===== config.mk =====
export PLATFORM = sky130hd
export DESIGN_NAME = trap_status_control
export DESIGN_NICKNAME = d
export VERILOG_FILES = /design/src/common/trap_status_pkg.sv /design/src/verilog/trap_ahb_slave.sv /design/src/verilog/trap_irq_ctrl.sv /design/src/verilog/trap_status_control.sv
export VERILOG_INCLUDE_DIRS = /design/src /design/src/common
export SDC_FILE = /design/constraint.sdc
export NUM_CORES = 1
export LEC_CHECK = 0
export ABC_AREA = 1
export ABC_CLOCK_PERIOD_IN_PS = 3050
export BUFFER_PORTS_ARGS = -buffer_cell sky130_fd_sc_hd__buf_4
export CORE_ASPECT_RATIO = 1.4
export CORE_MARGIN = 2
export CORE_UTILIZATION = 33
export DETAILED_ROUTE_END_ITERATION = 10
export GPL_ROUTABILITY_DRIVEN = 0
export PLACE_DENSITY_LB_ADDON = 0.1
export SLEW_MARGIN = 10
export SYNTH_ARGS = -nofsm -noshare
export SYNTH_HDL_FRONTEND = slang
export SYNTH_SLANG_ARGS = --single-unit

===== constraint.sdc =====
create_clock -name SYS_CLK -period 3.05 [get_ports SYS_CLK]
set_input_delay 0.4575 -clock SYS_CLK [delete_from_list [all_inputs] [get_ports SYS_CLK]]
set_output_delay 0.4575 -clock SYS_CLK [all_outputs]
set_load 0.02 [all_outputs]

===== src/common/trap_status_map.svh =====
`ifndef TRAP_STATUS_MAP_SVH
`define TRAP_STATUS_MAP_SVH
// Register byte offsets on the AHB-Lite slave
`define TSC_OFF_CTRL 8'h00
`define TSC_OFF_IRQ_STAT 8'h04
`define TSC_OFF_IRQ_MASK 8'h08
// Bit positions inside trap_control_status
`define TSC_BIT_NEST_DIS 15
`define TSC_BIT_ACC_A_OVF 14
`define TSC_BIT_ACC_B_OVF 13
`define TSC_BIT_ACC_A_CAT 12
`define TSC_BIT_ACC_B_CAT 11
`define TSC_BIT_A_OVF_EN 10
`define TSC_BIT_B_OVF_EN 9
`define TSC_BIT_CAT_EN 8
`define TSC_BIT_SHIFT_ERR 7
`define TSC_BIT_DIV_ZERO 6
`define TSC_BIT_MATH_ERR 4
`define TSC_BIT_ADDR_ERR 3
`define TSC_BIT_STACK_ERR 2
`define TSC_BIT_OSC_FAIL 1
// Implemented bits: 5 and 0 read as zero
`define TSC_IMPL_MASK 16'hFFDE
// Flags that hardware sets (sticky)
`define TSC_FLAG_MASK 16'h78DE
`define TSC_RESET_VAL 16'h0000
`define TSC_IRQ_RESET_VAL 16'h0000
`endif


===== src/common/trap_status_pkg.sv =====
package trap_status_pkg;
    typedef logic [15:0] reg16_t;
    typedef enum logic [1:0] {
        BUS_IDLE = 2'b00,
        BUS_WRITE = 2'b01,
        BUS_READ = 2'b10
    } bus_phase_t;
endpackage


===== src/verilog/trap_ahb_slave.sv =====
`timescale 1ns/1ps
`default_nettype none
`include "trap_status_map.svh"
// Zero-wait AHB-Lite slave: captures the address phase, gives a write strobe in the data phase
module trap_ahb_slave (
    input wire logic SYS_CLK,
    input wire logic ARST_N,
    input wire logic hsel,
    input wire logic [31:0] haddr,
    input wire logic [1:0] htrans,
    input wire logic hwrite,
    input wire logic [2:0] hsize,
    input wire logic hready,
    input wire logic [31:0] hwdata,
    output logic hreadyout,
    output logic hresp,
    output logic wr_stb,
    output logic [7:0] wr_addr,
    output logic [15:0] wr_data,
    output logic rd_stb,
    output logic [7:0] rd_addr
);
    trap_status_pkg::bus_phase_t phase_ff;
    logic [7:0] addr_ff;

    // Address phase capture; hsize is always a word here
    always_ff @(posedge SYS_CLK or negedge ARST_N) begin
        if (!ARST_N) begin
            phase_ff <= trap_status_pkg::BUS_IDLE;
            addr_ff <= 8'h00;
        end else if (hready) begin
            if (hsel && htrans[1]) begin
                phase_ff <= hwrite ? trap_status_pkg::BUS_WRITE : trap_status_pkg::BUS_READ;
                addr_ff <= haddr[7:0];
            end else begin
                phase_ff <= trap_status_pkg::BUS_IDLE;
            end
        end
    end

    // Never waits, always OKAY
    assign hreadyout = 1'b1;
    assign hresp = 1'b0;
    assign wr_stb = (phase_ff == trap_status_pkg::BUS_WRITE);
    assign wr_addr = addr_ff;
    assign wr_data = hwdata[15:0];
    // Read decode uses the live address so hrdata can be registered for the data phase
    assign rd_stb = hready && hsel && htrans[1] && !hwrite && (hsize == 3'h2);
    assign rd_addr = haddr[7:0];
endmodule
`default_nettype wire


===== src/verilog/trap_irq_ctrl.sv =====
`timescale 1ns/1ps
`default_nettype none
`include "trap_status_map.svh"
// Sticky event status with write-one-to-clear, mask, level interrupt
module trap_irq_ctrl (
    input wire logic SYS_CLK,
    input wire logic ARST_N,
    input wire logic [15:0] events,
    input wire logic clr_stb,
    input wire logic [15:0] clr_bits,
    input wire logic mask_stb,
    input wire logic [15:0] mask_data,
    output logic [15:0] stat,
    output logic [15:0] mask,
    output logic irq
);
    logic [15:0] stat_ff;
    logic [15:0] mask_ff;

    // New events win over a clear in the same cycle
    always_ff @(posedge SYS_CLK or negedge ARST_N) begin
        if (!ARST_N) begin
            stat_ff <= `TSC_IRQ_RESET_VAL;
        end else begin
            stat_ff <= ((clr_stb ? (stat_ff & ~clr_bits) : stat_ff) | events) & `TSC_FLAG_MASK;
        end
    end

    // Mask register
    always_ff @(posedge SYS_CLK or negedge ARST_N) begin
        if (!ARST_N) begin
            mask_ff <= `TSC_IRQ_RESET_VAL;
        end else if (mask_stb) begin
            mask_ff <= mask_data & `TSC_FLAG_MASK;
        end
    end

    assign stat = stat_ff;
    assign mask = mask_ff;
    assign irq = |(stat_ff & mask_ff);
endmodule
`default_nettype wire


===== src/verilog/trap_status_control.sv =====
// Functional notes
// - Bit 15 one blocks interrupt nesting; zero allows it.
// - Bit 14 flags a trap caused by accumulator A overflow.
// - Bit 13 flags a trap caused by accumulator B overflow.
// - Bits 12 and 11 flag catastrophic overflow traps of A and B.
// - Bits 10 and 9 enable the A and B overflow traps.
// - Bit 8 enables the catastrophic overflow trap for either accumulator.
// - Bit 7 flags a math trap from an invalid accumulator shift.
// - Bit 6 flags a math trap from divide by zero.
// - Bit 3 flags an address error trap.
// - Bit 2 stack error, bit 1 oscillator fail, bit 0 unimplemented.
`timescale 1ns/1ps
`default_nettype none
`include "trap_status_map.svh"
module trap_status_control (
    input wire logic SYS_CLK,
    input wire logic ARST_N,
    input wire logic HSEL,
    input wire logic [31:0] HADDR,
    input wire logic [1:0] HTRANS,
    input wire logic HWRITE,
    input wire logic [2:0] HSIZE,
    input wire logic HREADY,
    input wire logic [31:0] HWDATA,
    output logic [31:0] HRDATA,
    output logic HREADYOUT,
    output logic HRESP,
    input wire logic ACC_A_OVERFLOW,
    input wire logic ACC_B_OVERFLOW,
    input wire logic ACC_A_CATASTROPHIC,
    input wire logic ACC_B_CATASTROPHIC,
    input wire logic SHIFT_ERROR,
    input wire logic DIVIDE_ZERO,
    input wire logic MATH_ERROR,
    input wire logic ADDRESS_ERROR,
    input wire logic STACK_ERROR,
    input wire logic OSCILLATOR_FAIL,
    output logic NESTING_DISABLE,
    output logic ACC_A_OVERFLOW_TRAP,
    output logic ACC_B_OVERFLOW_TRAP,
    output logic CATASTROPHIC_TRAP,
    output logic MATH_TRAP,
    output logic IRQ
);
    logic [15:0] tcs_ff;
    logic [15:0] nxt_tcs;
    logic [15:0] hw_set;
    logic wr_stb;
    logic [7:0] wr_addr;
    logic [15:0] wr_data;
    logic rd_stb;
    logic [7:0] rd_addr;
    logic [15:0] irq_stat;
    logic [15:0] irq_mask;
    logic trap_a;
    logic trap_b;
    logic trap_cat_a;
    logic trap_cat_b;
    logic ctrl_wr;
    logic stat_clr;
    logic mask_wr;

    // Returns a 16-bit word with one bit set
    function automatic logic [15:0] bit_at(input int pos);
        bit_at = 16'h0001 << pos;
    endfunction

    // Register write decode, shared by the write paths and the checks
    function automatic logic wr_hit(input logic stb, input logic [7:0] addr,
                                    input logic [7:0] off);
        wr_hit = stb && (addr == off);
    endfunction

    trap_ahb_slave u_bus (
        .SYS_CLK(SYS_CLK),
        .ARST_N(ARST_N),
        .hsel(HSEL),
        .haddr(HADDR),
        .htrans(HTRANS),
        .hwrite(HWRITE),
        .hsize(HSIZE),
        .hready(HREADY),
        .hwdata(HWDATA),
        .hreadyout(HREADYOUT),
        .hresp(HRESP),
        .wr_stb(wr_stb),
        .wr_addr(wr_addr),
        .wr_data(wr_data),
        .rd_stb(rd_stb),
        .rd_addr(rd_addr)
    );

    // One strobe per register; a single decode keeps logic and checks in step
    assign ctrl_wr = wr_hit(wr_stb, wr_addr, `TSC_OFF_CTRL);
    assign stat_clr = wr_hit(wr_stb, wr_addr, `TSC_OFF_IRQ_STAT);
    assign mask_wr = wr_hit(wr_stb, wr_addr, `TSC_OFF_IRQ_MASK);

    // Trap qualification: an overflow only becomes a trap when its enable is set
    assign trap_a = ACC_A_OVERFLOW && tcs_ff[`TSC_BIT_A_OVF_EN];
    assign trap_b = ACC_B_OVERFLOW && tcs_ff[`TSC_BIT_B_OVF_EN];
    assign trap_cat_a = ACC_A_CATASTROPHIC && tcs_ff[`TSC_BIT_CAT_EN];
    assign trap_cat_b = ACC_B_CATASTROPHIC && tcs_ff[`TSC_BIT_CAT_EN];

    // Hardware set terms; any math cause also raises the summary bit
    always_comb begin
        hw_set = 16'h0000;
        if (trap_a) begin
            hw_set = hw_set | bit_at(`TSC_BIT_ACC_A_OVF);
        end
        if (trap_b) begin
            hw_set = hw_set | bit_at(`TSC_BIT_ACC_B_OVF);
        end
        if (trap_cat_a) begin
            hw_set = hw_set | bit_at(`TSC_BIT_ACC_A_CAT);
        end
        if (trap_cat_b) begin
            hw_set = hw_set | bit_at(`TSC_BIT_ACC_B_CAT);
        end
        if (SHIFT_ERROR) begin
            hw_set = hw_set | bit_at(`TSC_BIT_SHIFT_ERR);
        end
        if (DIVIDE_ZERO) begin
            hw_set = hw_set | bit_at(`TSC_BIT_DIV_ZERO);
        end
        if (MATH_ERROR || SHIFT_ERROR || DIVIDE_ZERO || trap_a || trap_b
            || trap_cat_a || trap_cat_b) begin
            hw_set = hw_set | bit_at(`TSC_BIT_MATH_ERR);
        end
        if (ADDRESS_ERROR) begin
            hw_set = hw_set | bit_at(`TSC_BIT_ADDR_ERR);
        end
        if (STACK_ERROR) begin
            hw_set = hw_set | bit_at(`TSC_BIT_STACK_ERR);
        end
        if (OSCILLATOR_FAIL) begin
            hw_set = hw_set | bit_at(`TSC_BIT_OSC_FAIL);
        end
    end

    // Software write lands first, then hardware sets win; unimplemented bits stay zero
    always_comb begin
        nxt_tcs = tcs_ff;
        if (ctrl_wr) begin
            nxt_tcs = wr_data;
        end
        nxt_tcs = (nxt_tcs | hw_set) & `TSC_IMPL_MASK;
    end

    // Control and status register
    always_ff @(posedge SYS_CLK or negedge ARST_N) begin
        if (!ARST_N) begin
            tcs_ff <= `TSC_RESET_VAL;
        end else begin
            tcs_ff <= nxt_tcs;
        end
    end

    trap_irq_ctrl u_irq (
        .SYS_CLK(SYS_CLK),
        .ARST_N(ARST_N),
        .events(hw_set),
        .clr_stb(stat_clr),
        .clr_bits(wr_data),
        .mask_stb(mask_wr),
        .mask_data(wr_data),
        .stat(irq_stat),
        .mask(irq_mask),
        .irq(IRQ)
    );

    // Read data registered for the data phase; unmapped reads return zero
    always_ff @(posedge SYS_CLK or negedge ARST_N) begin
        if (!ARST_N) begin
            HRDATA <= 32'h00000000;
        end else if (rd_stb) begin
            case (rd_addr)
                `TSC_OFF_CTRL: HRDATA <= {16'h0000, tcs_ff};
                `TSC_OFF_IRQ_STAT: HRDATA <= {16'h0000, irq_stat};
                `TSC_OFF_IRQ_MASK: HRDATA <= {16'h0000, irq_mask};
                default: HRDATA <= 32'h00000000;
            endcase
        end
    end

    // Outputs to the core's exception logic
    assign NESTING_DISABLE = tcs_ff[`TSC_BIT_NEST_DIS];
    assign ACC_A_OVERFLOW_TRAP = trap_a;
    assign ACC_B_OVERFLOW_TRAP = trap_b;
    assign CATASTROPHIC_TRAP = trap_cat_a || trap_cat_b;
    assign MATH_TRAP = hw_set[`TSC_BIT_MATH_ERR];

    // A disabled overflow trap never raises its flag
    AST_A_OVF_NEEDS_EN: assert property (@(posedge SYS_CLK) disable iff (!ARST_N)
        (ACC_A_OVERFLOW && !tcs_ff[`TSC_BIT_A_OVF_EN] && !tcs_ff[`TSC_BIT_ACC_A_OVF]
         && !(wr_stb && wr_addr == `TSC_OFF_CTRL)) |=> !tcs_ff[`TSC_BIT_ACC_A_OVF])
        else $error("A overflow flag set while trap disabled");
    AST_B_OVF_SETS: assert property (@(posedge SYS_CLK) disable iff (!ARST_N)
        (ACC_B_OVERFLOW && tcs_ff[`TSC_BIT_B_OVF_EN]) |=> tcs_ff[`TSC_BIT_ACC_B_OVF])
        else $error("B overflow trap did not set flag");
    AST_A_OVF_SETS: assert property (@(posedge SYS_CLK) disable iff (!ARST_N)
        (ACC_A_OVERFLOW && tcs_ff[`TSC_BIT_A_OVF_EN]) |=> tcs_ff[`TSC_BIT_ACC_A_OVF])
        else $error("A overflow trap did not set flag");
    AST_CAT_GATED: assert property (@(posedge SYS_CLK) disable iff (!ARST_N)
        CATASTROPHIC_TRAP |-> tcs_ff[`TSC_BIT_CAT_EN])
        else $error("Catastrophic trap taken while disabled");
    AST_CAT_FLAG: assert property (@(posedge SYS_CLK) disable iff (!ARST_N)
        trap_cat_b |=> tcs_ff[`TSC_BIT_ACC_B_CAT] && tcs_ff[`TSC_BIT_MATH_ERR])
        else $error("B catastrophic flag missing");
    AST_DIV_SETS_MATH: assert property (@(posedge SYS_CLK) disable iff (!ARST_N)
        DIVIDE_ZERO |=> tcs_ff[`TSC_BIT_DIV_ZERO] && tcs_ff[`TSC_BIT_MATH_ERR])
        else $error("Divide by zero not recorded");
    AST_SHIFT_SETS: assert property (@(posedge SYS_CLK) disable iff (!ARST_N)
        SHIFT_ERROR |=> tcs_ff[`TSC_BIT_SHIFT_ERR])
        else $error("Shift error not recorded");
    AST_MATH_SETS: assert property (@(posedge SYS_CLK) disable iff (!ARST_N)
        MATH_ERROR |=> tcs_ff[`TSC_BIT_MATH_ERR])
        else $error("Math error not recorded");
    AST_ADDR_SETS: assert property (@(posedge SYS_CLK) disable iff (!ARST_N)
        ADDRESS_ERROR |=> tcs_ff[`TSC_BIT_ADDR_ERR])
        else $error("Address error not recorded");
    AST_UNIMPL_ZERO: assert property (@(posedge SYS_CLK) disable iff (!ARST_N)
        (tcs_ff[0] == 1'b0) && (tcs_ff[5] == 1'b0))
        else $error("Unimplemented control bits hold a one");
    AST_STACK_SETS: assert property (@(posedge SYS_CLK) disable iff (!ARST_N)
        STACK_ERROR |=> tcs_ff[`TSC_BIT_STACK_ERR])
        else $error("Stack error not recorded");
    AST_STICKY: assert property (@(posedge SYS_CLK) disable iff (!ARST_N)
        (tcs_ff[`TSC_BIT_OSC_FAIL] && !(wr_stb && wr_addr == `TSC_OFF_CTRL))
        |=> tcs_ff[`TSC_BIT_OSC_FAIL])
        else $error("Oscillator fail flag dropped without a write");
    AST_NEST_OUT: assert property (@(posedge SYS_CLK) disable iff (!ARST_N)
        (wr_stb && wr_addr == `TSC_OFF_CTRL) |=> NESTING_DISABLE == $past(wr_data[15]))
        else $error("Nesting disable does not follow write");

    // Disabled traps leave their flags alone; only a software write may set them then
    AST_B_OVF_NEEDS_EN: assert property (@(posedge SYS_CLK) disable iff (!ARST_N)
        (ACC_B_OVERFLOW && !tcs_ff[`TSC_BIT_B_OVF_EN] && !tcs_ff[`TSC_BIT_ACC_B_OVF]
         && !ctrl_wr) |=> !tcs_ff[`TSC_BIT_ACC_B_OVF])
        else $error("B overflow flag set while trap disabled");
    AST_A_CAT_NEEDS_EN: assert property (@(posedge SYS_CLK) disable iff (!ARST_N)
        (ACC_A_CATASTROPHIC && !tcs_ff[`TSC_BIT_CAT_EN] && !tcs_ff[`TSC_BIT_ACC_A_CAT]
         && !ctrl_wr) |=> !tcs_ff[`TSC_BIT_ACC_A_CAT])
        else $error("A catastrophic flag set while trap disabled");
    AST_B_CAT_NEEDS_EN: assert property (@(posedge SYS_CLK) disable iff (!ARST_N)
        (ACC_B_CATASTROPHIC && !tcs_ff[`TSC_BIT_CAT_EN] && !tcs_ff[`TSC_BIT_ACC_B_CAT]
         && !ctrl_wr) |=> !tcs_ff[`TSC_BIT_ACC_B_CAT])
        else $error("B catastrophic flag set while trap disabled");
    AST_A_CAT_FLAG: assert property (@(posedge SYS_CLK) disable iff (!ARST_N)
        trap_cat_a |=> tcs_ff[`TSC_BIT_ACC_A_CAT] && tcs_ff[`TSC_BIT_MATH_ERR])
        else $error("A catastrophic flag missing");
    AST_A_OVF_OUT: assert property (@(posedge SYS_CLK) disable iff (!ARST_N)
        ACC_A_OVERFLOW_TRAP |-> tcs_ff[`TSC_BIT_A_OVF_EN])
        else $error("A overflow trap taken while disabled");
    AST_B_OVF_OUT: assert property (@(posedge SYS_CLK) disable iff (!ARST_N)
        ACC_B_OVERFLOW_TRAP |-> tcs_ff[`TSC_BIT_B_OVF_EN])
        else $error("B overflow trap taken while disabled");

    // Status bits stay at zero with no cause; catches a crossed or stuck set term
    AST_A_OVF_HOLD: assert property (@(posedge SYS_CLK) disable iff (!ARST_N)
        (!trap_a && !tcs_ff[`TSC_BIT_ACC_A_OVF] && !ctrl_wr)
        |=> !tcs_ff[`TSC_BIT_ACC_A_OVF])
        else $error("A overflow flag set with no trap");
    AST_B_OVF_HOLD: assert property (@(posedge SYS_CLK) disable iff (!ARST_N)
        (!trap_b && !tcs_ff[`TSC_BIT_ACC_B_OVF] && !ctrl_wr)
        |=> !tcs_ff[`TSC_BIT_ACC_B_OVF])
        else $error("B overflow flag set with no trap");
    AST_SHIFT_HOLD: assert property (@(posedge SYS_CLK) disable iff (!ARST_N)
        (!SHIFT_ERROR && !tcs_ff[`TSC_BIT_SHIFT_ERR] && !ctrl_wr)
        |=> !tcs_ff[`TSC_BIT_SHIFT_ERR])
        else $error("Shift error flag set with no cause");
    AST_DIV_HOLD: assert property (@(posedge SYS_CLK) disable iff (!ARST_N)
        (!DIVIDE_ZERO && !tcs_ff[`TSC_BIT_DIV_ZERO] && !ctrl_wr)
        |=> !tcs_ff[`TSC_BIT_DIV_ZERO])
        else $error("Divide by zero flag set with no cause");
    AST_MATH_HOLD: assert property (@(posedge SYS_CLK) disable iff (!ARST_N)
        (!MATH_TRAP && !tcs_ff[`TSC_BIT_MATH_ERR] && !ctrl_wr)
        |=> !tcs_ff[`TSC_BIT_MATH_ERR])
        else $error("Math error flag set with no math trap");
    AST_ADDR_HOLD: assert property (@(posedge SYS_CLK) disable iff (!ARST_N)
        (!ADDRESS_ERROR && !tcs_ff[`TSC_BIT_ADDR_ERR] && !ctrl_wr)
        |=> !tcs_ff[`TSC_BIT_ADDR_ERR])
        else $error("Address error flag set with no cause");
    AST_STACK_HOLD: assert property (@(posedge SYS_CLK) disable iff (!ARST_N)
        (!STACK_ERROR && !tcs_ff[`TSC_BIT_STACK_ERR] && !ctrl_wr)
        |=> !tcs_ff[`TSC_BIT_STACK_ERR])
        else $error("Stack error flag set with no cause");
    AST_OSC_HOLD: assert property (@(posedge SYS_CLK) disable iff (!ARST_N)
        (!OSCILLATOR_FAIL && !tcs_ff[`TSC_BIT_OSC_FAIL] && !ctrl_wr)
        |=> !tcs_ff[`TSC_BIT_OSC_FAIL])
        else $error("Oscillator fail flag set with no cause");

    // Software owns the flags: a written zero clears them unless the cause is live
    AST_FLAG_CLEAR: assert property (@(posedge SYS_CLK) disable iff (!ARST_N)
        (ctrl_wr && !wr_data[`TSC_BIT_OSC_FAIL] && !OSCILLATOR_FAIL)
        |=> !tcs_ff[`TSC_BIT_OSC_FAIL])
        else $error("Oscillator fail flag survived a written zero");
    AST_ADDR_STICKY: assert property (@(posedge SYS_CLK) disable iff (!ARST_N)
        (tcs_ff[`TSC_BIT_ADDR_ERR] && !ctrl_wr) |=> tcs_ff[`TSC_BIT_ADDR_ERR])
        else $error("Address error flag dropped without a write");
    AST_IRQ_STICKY: assert property (@(posedge SYS_CLK) disable iff (!ARST_N)
        (irq_stat[`TSC_BIT_ADDR_ERR] && !stat_clr) |=> irq_stat[`TSC_BIT_ADDR_ERR])
        else $error("Address error interrupt status dropped without a clear");
    AST_OSC_SETS: assert property (@(posedge SYS_CLK) disable iff (!ARST_N)
        OSCILLATOR_FAIL |=> tcs_ff[`TSC_BIT_OSC_FAIL])
        else $error("Oscillator fail not recorded");

    // Nesting control moves only through a register write, never through a cause
    AST_NEST_HOLD: assert property (@(posedge SYS_CLK) disable iff (!ARST_N)
        !ctrl_wr |=> $stable(NESTING_DISABLE))
        else $error("Nesting disable changed without a write");
    AST_DIV_IRQ_STAT: assert property (@(posedge SYS_CLK) disable iff (!ARST_N)
        DIVIDE_ZERO |=> irq_stat[`TSC_BIT_DIV_ZERO])
        else $error("Divide by zero missing from interrupt status");
endmodule
`default_nettype wire

======== Yosys cells after proc, flatten, opt, wreduce, memory -nomap -nowiden ========
Index checks and enable logic that the tools add are counted.
Widths: inputs -> output; s select.
storage, ports and cells
  register bits after elaboration ......... 76
  input bits .............................. 84
  output and inout bits ................... 40
  word-level logic and storage cells ...... 56
operators by class
  equality and inequality tests ........... 6
  muxes and demuxes ....................... 15
  bitwise gates (word level) .............. 5
  reductions and logical operators ........ 24
operators with widths
  kind                count
  $pmux 16 s3         1
  $and 15x15->15      2
  $mux 15             2
  $eq 8x3->1 const B  2
  $eq 8x4->1 const B  2
  $logic_not 8->1     2
  $mux 16             1
  $or 16x15->16       1
  $reduce_or 16->1    1
  $not 15->15         1
  $or 15x15->15       1
  $mux 14             1
  $mux 13             1
  $logic_and 1x1->1   12
  $mux 12             1
  $mux 8              1
  $logic_or 1x1->1    7
  $mux 7              1
  $mux 2              3
  $mux 5              1
  $mux 4              1
  $eq 3x2->1 const B  1
  $mux 3              1
  $eq 2x1->1 const B  1
  2 further kinds     2

======== Logic depth before layout (Yosys ltp) ========
Gate-level depths: netlist of the first run.
  word-level depth ........................ 12
  gate-level depth with buffers ........... 8
  gate-level depth less buffers ........... 7

======== Cells and area by module ========
A second synthesis of the first run with hierarchy kept.
second synthesis, totals
  cell total of the unflattened synthesis .. 422
  area, all modules ....................... 3408.3 um^2
modules (own cells, without submodules)
  module               instances  cells an instance  area an instance (um^2)  seq. area each (um^2)
  trap_status_control  1          261                1845.5                   750.7
  trap_irq_ctrl        1          84                 945.9                    500.5
  trap_ahb_slave       1          77                 616.8                    250.2

======== Least setup slack after synthesis of the first run ========
No wires, ideal clock.
  kind .................................... input to output
  start point ............................. input ACC_B_CATASTROPHIC
  end point ............................... output MATH_TRAP
  arrival time ............................ 1016 ps
  data required time ...................... 2592 ps
  slack ................................... 1576 ps
  stages .................................. 4
  buffers on the path ..................... 0
  cells stage by stage .................... nand2_1 nand2_1 nor2_1 inv_1
between the ends
  longest elaborated chain between the ends .. 3
ends and longest elaborated chain
  element            RTL line                    text
  from (decl)        trap_status_control.sv:31   input wire logic ACC_B_CATASTROPHIC,
  $logic_and 1x1->1  trap_status_control.sv:102  assign trap_cat_b = ACC_B_CATASTROPHIC && tcs_ff[`TSC_BIT_CAT_EN];
  $logic_or 1x1->1   trap_status_control.sv:126  || trap_cat_a || trap_cat_b) begin
  $mux 5             trap_status_control.sv:125  if (MATH_ERROR || SHIFT_ERROR || DIVIDE_ZERO || trap_a || trap_b
  to (decl)          trap_status_control.sv:42   output logic MATH_TRAP,
Every way passes these cells.

======== Final worst setup path of the first run ========
  start point ............................. register tcs_ff[10]
  end point ............................... output MATH_TRAP
between the ends
  longest elaborated chain between the ends .. 6
ends and longest elaborated chain
  element                         RTL line                    text
  from (decl)                     trap_status_control.sv:45   logic [15:0] tcs_ff;
  from (signal assigned)          trap_status_control.sv:152  tcs_ff <= `TSC_RESET_VAL;
  from (signal assigned)          trap_status_control.sv:154  tcs_ff <= nxt_tcs;
  $logic_and 1x1->1               trap_status_control.sv:99   assign trap_a = ACC_A_OVERFLOW && tcs_ff[`TSC_BIT_A_OVF_EN];
  $logic_or 1x1->1 (2 in series)  trap_status_control.sv:125
  $logic_or 1x1->1 (2 in series)  trap_status_control.sv:126
  $mux 5                          trap_status_control.sv:125
Every way passes these cells.

==> results.cfg, run 1 <==
[status]
status = completed

[cells_and_area]
syn_to_final_growth_pct = 26.10
multi_input_area_um2 = 1131
regArea_um2 = 1451
fin_nets = 491
fill_cells = 914
diodes = 0
drive_gt1_share_pct = 21.17

[timing]
setup_tns_ps = 0
max_slew_margin_pct = 42.96
skew_ps = 6.139
rsz0062_at_grt = false
worstMarginPinSlew_ps = 851.0
timing.final.hold_violations = 0
maxSlewViolCount = 0
max_freq_mhz = 517.6
period_needed_ps = 1932
setup_viol = 0
post-route-period-util_pct = 63.34

[clock_tree]
hold_buffers = 0
cts_resized = 0
clock_sinks = 58
clock_latency_ps = 330
clock_path_buffers = 2
cts_tree = yes
cts_root_buffer = clkbuf_16
cts_setup_buffers = 0
h-tree-depth = 3
cts_made_buffers = 9
clk_pin_slew_ps = 50

[floorplanning]
die_w_um = 82.37
fp-row-count = 40
start_util_pct = 33.55
die_h_um = 113.7
dieArea_um2 = 9367
io_pins = 124
core_um2 = 8458

[synthesis]
synth_top_cell_area_share_pct = 51.15
seq_area_frac_synth_pct = 51.15
synth_enable_flop_cells = 0
syn_inst = 347
synth_warnings = 0
synth_cell_types = 26
avgSynthCellArea_um2 = 8.178
synth_commonest_cells = 121 x nand2_1, 58 x dfrtp_1, 51 x nand3_1
synth_flop_cell = dfrtp_1
yosysMostFrequentCell = nand2_1
yosys.area.top_type = dfrtp_1
synth_area_leaders = dfrtp_1 51%, nand2_1 16%, nand3_1 9.0%
netlist_area_um2 = 2838
synth-seq-cells = 58
synthArstFlopShare_pct = 100.0

[drt]
drc = 0
first_iter_violations = 121
vias = 2380
first_pass_iters = 4
vias_per_cell = 4.612
drt_wl_total_um = 7103
wl_per_cell_um = 13.77
detail-route-antenna-nets = 0

[critical_path]
worstReg2RegStart = u_bus.wr_addr[7]
worst-path-buf-inv = 2
critPathTopFamily = simple AND/OR/NAND/NOR gates
arrival_ps = 1470
startpoint_type = flop
cp_max_fo = 4
crit_path_end_kind = output port
worstSetupStartpoint = tcs_ff[10]
crit_path_top_delay_cell = dfrtp_1
slowest_delay_ps = 400
path_class = flop to output port
path_cells = nand2_1 > nand4_1 > nor2_1 > inv_1 > buf_4
worst-endpoint-required_ps = 2590

[power]
max-vdd-ir-drop_uv = 310.6
power_switching_share_pct = 25.79
total_power_uw = 2128
switchingPower_uw = 548.7
p_leak_uw = 0.001907
pwr-share-comb_pct = 12.2
seqPwrFrac_pct = 41.6
powerDensity_nw_per_um2 = 594.6
power.internal_uw = 1579
clock_power_share_pct = 46.1

[global_route]
antenna_found_initial = 0
grt_usage_pct = 16.40
grt_start_max_net_pins = 59
grt_pass1_vias = 2301
grt_pass1_wl_um = 11370
grt_remaining_overflow = 0

[job]
maxCapViolations = 0

[placed_design]
hpwl_um = 5002
io_buffers = 60

[hold_path]
min-delay-path-class = primary input to asynchronous set/reset pin
-- routing by layer --
metal / share of wire (%) / wire, µm / global-route usage (%) / vias up
li1: - / - / - / 1202
met1: 42 / 2959 / 20.57 / 1118
met2: 52 / 3728 / 27.58 / 51
met3: 4.3 / 307 / 2.848 / 9
met4: 1.5 / 107 / 6.333 / 0
met5: 0 / 0 / 0 / -
-- placed cells by master (no fill, tap or decap), types with 4 or more instances in the layout --
| cell | Yosys | layout |
|---|---|---|
| inv_1 | 29 | 29 |
| buf_4 | 22 | 62 |
| nor2_1 | 12 | 12 |
| mux2_2 | 4 | 4 |
| o21ai_0 | 14 | 14 |
| nand3_1 | 51 | 51 |
| clkbuf_16 | 0 | 9 |
| nand2_1 | 121 | 121 |
| o211ai_1 | 10 | 10 |
| dfrtp_1 | 58 | 58 |
| conb_1 | 2 | 20 |
-- final cells by class --
cell class              count  share of cell area, %
clock buffers              12                  6.888
clock inverters             3                  1.119
flip-flops and latches     58                  40.56
inverters                  30                  3.147
well taps                 105                  3.671
repair buffers             62                  13.01
multi-input cells         246                  31.61
-- metrics by stage --
| stage | std cells | cell area (µm²) | hold WS (ps) | worst slack [ps] | util, % |
|---|---|---|---|---|---|
| 2_1_floorplan | 365 | 2905 | 161.9 | 1576 | - |
| 3_3_place_gp | 501 | 3292 | 467.1 | 1129 | 38.92 |
| 3_5_place_dp | 501 | 3292 | 468.5 | 1190 | 38.92 |
| 4_1_cts | 516 | 3578 | 233.8 | 1073 | 42.31 |
| 5_1_grt | 516 | 3578 | 255.8 | 973.0 | 42.31 |
| 6_report | 516 | 3578 | 193.8 | 1118 | 42.31 |
-- power by group through the flow --
stage / registers, µW / logic [µW] / clock network, µW
5_1_grt: 895 / 295 / 1030
3_5_place_dp: 896 / 265 / 0
6_report: 885 / 261 / 982
3_3_place_gp: 895 / 263 / 0
4_1_cts: 884 / 266 / 999
2_1_floorplan: 891 / 161 / 0
-- registers in the layout, indices dropped and copies added (netlist names) --
name / cells
u_irq.stat: 10
u_irq.mask: 10
tcs_ff: 14
u_bus.phase_ff: 2
u_bus.wr_addr: 8
HRDATA: 14
-- worst paths after layout --
kind	to	slack, ps	cells after the start
min in group SYS_CLK	u_irq.stat[3]	330	3
max in group asynchronous	HRDATA[14]	2340	1
worst min register to register	HRDATA[12]	480	2
worst min-delay path	HRDATA[4]	190	1
worst max register to register	tcs_ff[4]	1250	5
worst max-delay path	MATH_TRAP	1120	5
-- kinds of logic after synthesis --
logic type             after synthesis  share of synthesized area [%]
muxes                                4                          1.587
other                                2                         0.2646
AOI/OAI and AO/OA                   29                          6.305
DFF                                 58                          51.15
and+or+nand+nor                    193                          29.32
buffers and inverters               61                          11.38
(Power assumes the default switching activity.)
==> run 2: changes to the inputs <==
--- a/config.mk
+++ b/config.mk
@@ -7,7 +7,7 @@
 export NUM_CORES = 1
 export LEC_CHECK = 0
 export ABC_AREA = 1
-export ABC_CLOCK_PERIOD_IN_PS = 3050
+export ABC_CLOCK_PERIOD_IN_PS = 1950
 export BUFFER_PORTS_ARGS = -buffer_cell sky130_fd_sc_hd__buf_4
 export CORE_ASPECT_RATIO = 1.4
 export CORE_MARGIN = 2
==> constraint.sdc (replaced) <==
create_clock -name SYS_CLK -period 1.95 [get_ports SYS_CLK]
set_input_delay 0.2925 -clock SYS_CLK [delete_from_list [all_inputs] [get_ports SYS_CLK]]
set_output_delay 0.2925 -clock SYS_CLK [all_outputs]
set_load 0.02 [all_outputs]
==> run 2 against run 1 <==
Effect of this change: critical path depth unchanged; worst setup slack worse by 930 ps; non-clock buffer count up 6; cell area unchanged; sequential share of layout area unchanged; register-to-register slack worse by 830 ps; largest power group is now registers; worst hold slack worse by 160 ps; final cell count up 0.78%; sequential power up 56%.
==> results.cfg, run 2 (same netlist as run 1, synthesis figures left out) <==
[status]
status = completed

[power]
max-vdd-ir-drop_uv = 432.7
p_leak_uw = 0.001912
total_power_uw = 3107
powerDensity_nw_per_um2 = 868.3

[drt]
first_pass_iters = 4
drc = 0
highest_layer = met4
vias = 2385
drt-met1-wl_um = 3002
wl_per_cell_um = 13.53
drt_wl_total_um = 7037
vias_per_cell = 4.587
detail-route-antenna-nets = 0
first_iter_violations = 158
met3WireLength_um = 314
wl_met2_um = 3628

[timing]
setup_tns_ps = 0
rsz0062_at_grt = false
setup_viol = 0
max_freq_mhz = 568.0
post-route-period-util_pct = 90.28
setup_ws_ps = 189.5
period_needed_ps = 1760
worstMarginPinSlew_ps = 771.5
timing.final.hold_violations = 0
skew_ps = 3.864
maxSlewViolCount = 0
max_slew_margin_pct = 48.57

[global_route]
grt_pass1_vias = 2308
grt_remaining_overflow = 0
grt_usage_pct = 16.68
grt_start_max_net_pins = 59
antenna_found_initial = 0
grt_pass1_wl_um = 11350

[critical_path]
worstReg2RegStart = u_bus.wr_addr[1]
ff2ff_setup_slack_ps = 420
rr_endpoint = tcs_ff[4]
worst-endpoint-required_ps = 1660
cp_max_fo = 4
reg2reg_depth = 5
crit_path_end_kind = output port
startpoint_type = flop
arrival_ps = 1470
path_class = flop to output port

[clock_tree]
cts_tree = yes
cts_root_buffer = clkbuf_16
clock_sinks = 58
clock_latency_ps = 320
hold_buffers = 0
clock_path_buffers = 2
clk_pin_slew_ps = 50
cts_setup_buffers = 0
cts_made_buffers = 9
h-tree-depth = 3
cts_resized = 0

[cells_and_area]
drive_gt1_share_pct = 21.69
layout_common_cells = 121 x nand2_1, 68 x buf_4, 58 x dfrtp_1
diodes = 0
stdcell_count = 520
syn_to_final_growth_pct = 26.10
finalInstanceArea_um2 = 3578
final_common_cell = nand2_1
largest_registers = HRDATA: 14 flops, tcs_ff: 14 flops
fin_nets = 497

[floorplanning]
dieArea_um2 = 9367
io_pins = 124
start_util_pct = 33.55
fp-row-count = 40
core_um2 = 8458
die_w_um = 82.37
die_h_um = 113.7

[placed_design]
dpl_worst_slack_ps = 408.6
dp.cells = 507
detailed_place.area_um2 = 3337
hpwl_um = 5042
io_buffers = 60

[hold_path]
min-delay-path-class = primary input to asynchronous set/reset pin

[job]
maxCapViolations = 0
[run 2: worst max-delay path, stage by stage, from the launching register on]
cell and delay [ps]:
dfrtp_1 400, nand2_1 180, nand4_1 110, nor2_1 220
inv_1 70, buf_4 160
[run 2: per-layer routing]
metal / track usage, % / vias to the layer above
li1: - / 1206
met1: 20.86 / 1118
met2: 26.94 / 54
met3: 5.222 / 7
met4: 5.667 / 0
met5: 0 / -
[run 2: final cells by class]
class | instances | area [µm²]
clock buffers | 12 | 236.5
clock inverters | 1 | 5.005
fillers | 894 | 4880
inverters | 30 | 112.6
multi-input cells | 246 | 1131
flip-flops and latches | 58 | 1451
well taps | 105 | 131.4
repair buffers | 68 | 510.5
[run 2: worst max path at each step]
stage,start,end,slack [ps],cells after the start
6_report,tcs_ff[9],MATH_TRAP,190,5
5_1_grt,tcs_ff[9],MATH_TRAP,20,5
4_1_cts,tcs_ff[9],MATH_TRAP,150,5
3_5_place_dp,u_bus.wr_addr[1],tcs_ff[11],410,6
3_3_place_gp,u_bus.wr_addr[1],tcs_ff[11],440,6
2_1_floorplan,tcs_ff[8],MATH_TRAP,710,4
[run 2: power by group]
part	total (µW)	internal [µW]	leakage, µW	switching, µW
sequential	1380	1310	0.000630	75.7
combinational	421	162	0.00116	259
clock	1300	831	0.000118	471
[run 2: stage by stage]
stage	hold slack [ps]	util, %
2_1_floorplan	-3.091	-
3_3_place_gp	415.5	39.45
3_5_place_dp	417.2	39.45
4_1_cts	72.16	42.31
5_1_grt	95.45	42.31
6_report	34.22	42.31
==> run 3: changes to the inputs <==
--- a/config.mk
+++ b/config.mk
@@ -7,8 +7,9 @@
 export NUM_CORES = 1
 export LEC_CHECK = 0
 export ABC_AREA = 1
-export ABC_CLOCK_PERIOD_IN_PS = 1950
+export ABC_CLOCK_PERIOD_IN_PS = 2100
 export BUFFER_PORTS_ARGS = -buffer_cell sky130_fd_sc_hd__buf_4
+export CAP_MARGIN = 10
 export CORE_ASPECT_RATIO = 1.4
 export CORE_MARGIN = 2
 export CORE_UTILIZATION = 33
==> constraint.sdc (replaced) <==
create_clock -name SYS_CLK -period 2.1 [get_ports SYS_CLK]
set_input_delay 0.315 -clock SYS_CLK [delete_from_list [all_inputs] [get_ports SYS_CLK]]
set_output_delay 0.315 -clock SYS_CLK [all_outputs]
set_load 0.02 [all_outputs]
==> run 3 against run 2 <==
Effect of this change: sequential power is 7% lower; global-route usage rose by 0.12 points; clock-buffer cell count is 1 lower; clock power up 27%; sequential share of layout area down 1.0 points; first-iteration DRC count shrank 15%; wire length is 0.94% lower; utilization up 1.1 points; critical path type unchanged; largest cell class unchanged.
==> results.cfg, run 3 (same netlist as run 1, synthesis figures left out) <==
[critical_path]
path_cells = nand2_1 > nand4_1 > nor2_1 > inv_1 > buf_4
path_class = flop to output port
worstReg2RegStart = u_bus.wr_addr[7]
arrival_ps = 1510
crit_path_end_kind = output port
critPathTopFamily = simple AND/OR/NAND/NOR gates
crit_path_top_delay_cell = dfrtp_1
worst-path-buf-inv = 2
cp_max_fo = 4
worstSetupStartpoint = tcs_ff[10]
worst-endpoint-required_ps = 1780
slowest_delay_ps = 400
startpoint_type = flop

[clock_tree]
cts_made_buffers = 9
cts_tree = yes
cts_root_buffer = clkbuf_16
hold_buffers = 0
clock_sinks = 58
clk_pin_slew_ps = 50
h-tree-depth = 3
cts_resized = 0
clock_latency_ps = 330
clock_path_buffers = 2
cts_setup_buffers = 0

[power]
max-vdd-ir-drop_uv = 426.3
p_leak_uw = 0.001951
powerDensity_nw_per_um2 = 903.9

[timing]
period_needed_ps = 1821
post-route-period-util_pct = 86.73
setup_ws_ps = 278.8
skew_ps = 4.200
max_slew_margin_pct = 50.23
setup_tns_ps = 0
timing.final.hold_violations = 0
whs_ps = 49.83
rsz0062_at_grt = false
max_freq_mhz = 549.1
maxSlewViolCount = 0
worstMarginPinSlew_ps = 746.5
setup_viol = 0

[global_route]
grt_usage_pct = 16.80
grt_pass1_wl_um = 11630
grt_remaining_overflow = 0
antenna_found_initial = 0
grt_pass1_vias = 2377
grt_start_max_net_pins = 59

[drt]
detail-route-antenna-nets = 0
wl_per_cell_um = 13.38
vias = 2366
drc = 0
first_pass_iters = 4
first_iter_violations = 135
drt_wl_total_um = 6971
vias_per_cell = 4.541

[floorplanning]
core_um2 = 8458
die_w_um = 82.37
fp-row-count = 40
io_pins = 124
dieArea_um2 = 9367
start_util_pct = 33.55
die_h_um = 113.7

[cells_and_area]
syn_to_final_growth_pct = 29.32
diodes = 0
drive_gt1_share_pct = 22.12
finish.utilization_pct = 43.39
largest_registers = HRDATA: 14 flops, tcs_ff: 14 flops
layout_common_cells = 121 x nand2_1, 65 x buf_4, 58 x dfrtp_1
final_common_cell = nand2_1
fin_nets = 495
finalInstanceArea_um2 = 3670

[placed_design]
dpl_worst_slack_ps = 491.8
hpwl_um = 4981
io_buffers = 60
detailed_place.area_um2 = 3334

[job]
maxCapViolations = 0

[hold_path]
min-delay-path-class = primary input to asynchronous set/reset pin

[status]
status = completed
-- run 3: worst paths after layout --
| path | endpoint | cells after the start | slack, ps |
|---|---|---|---|
| max reg2reg | u_irq.mask[12] | 6 | 510 |
| min | HRDATA[3] | 1 | 50 |
| max in group asynchronous | u_irq.mask[13] | 1 | 1550 |
| min in group SYS_CLK | u_irq.stat[3] | 3 | 190 |
| min reg2reg | HRDATA[8] | 2 | 480 |
| max | MATH_TRAP | 5 | 280 |
-- run 3: cell type report --
cell class	instances	area, µm²
fillers	888	4788
flip-flops and latches	58	1451
multi-input cells	246	1131
repair buffers	66	508.0
clock buffers	11	232.7
well taps	105	131.4
inverters	30	112.6
clock inverters	5	102.6
-- run 3: where the power goes --
part	leakage [µW]	switching (µW)	total, µW	internal (µW)
clock	0.000160	496	1650	1160
sequential	0.000630	69.1	1280	1210
combinational	0.00116	236	382	146
-- run 3: worst register-to-register path, cell delays in order (launching register included) --
cell and delay [ps]:
dfrtp_1 370, nor2_1 110, nand2_1 110, nor3_1 150
nand2_1 410, nand2_1 190, o21ai_0 100
-- run 3: per-layer routing --
layer / part of all wire [%] / vias up / track usage (%) / wire length, µm
met3: 4.1 / 13 / 3.244 / 287
met1: 42 / 1092 / 20.79 / 2894
met5: 0 / - / 0 / 0
met2: 52 / 59 / 27.63 / 3633
met4: 2.2 / 0 / 8.000 / 155
li1: - / 1202 / - / -
-- run 3: through the flow --
step / cells / total power, µW
final: 521 / 3317
after global routing: 521 / 3474
after CTS: 521 / 3352
after detailed placement: 505 / 1691
after global placement: 505 / 1686
after floorplan: 365 / 1528
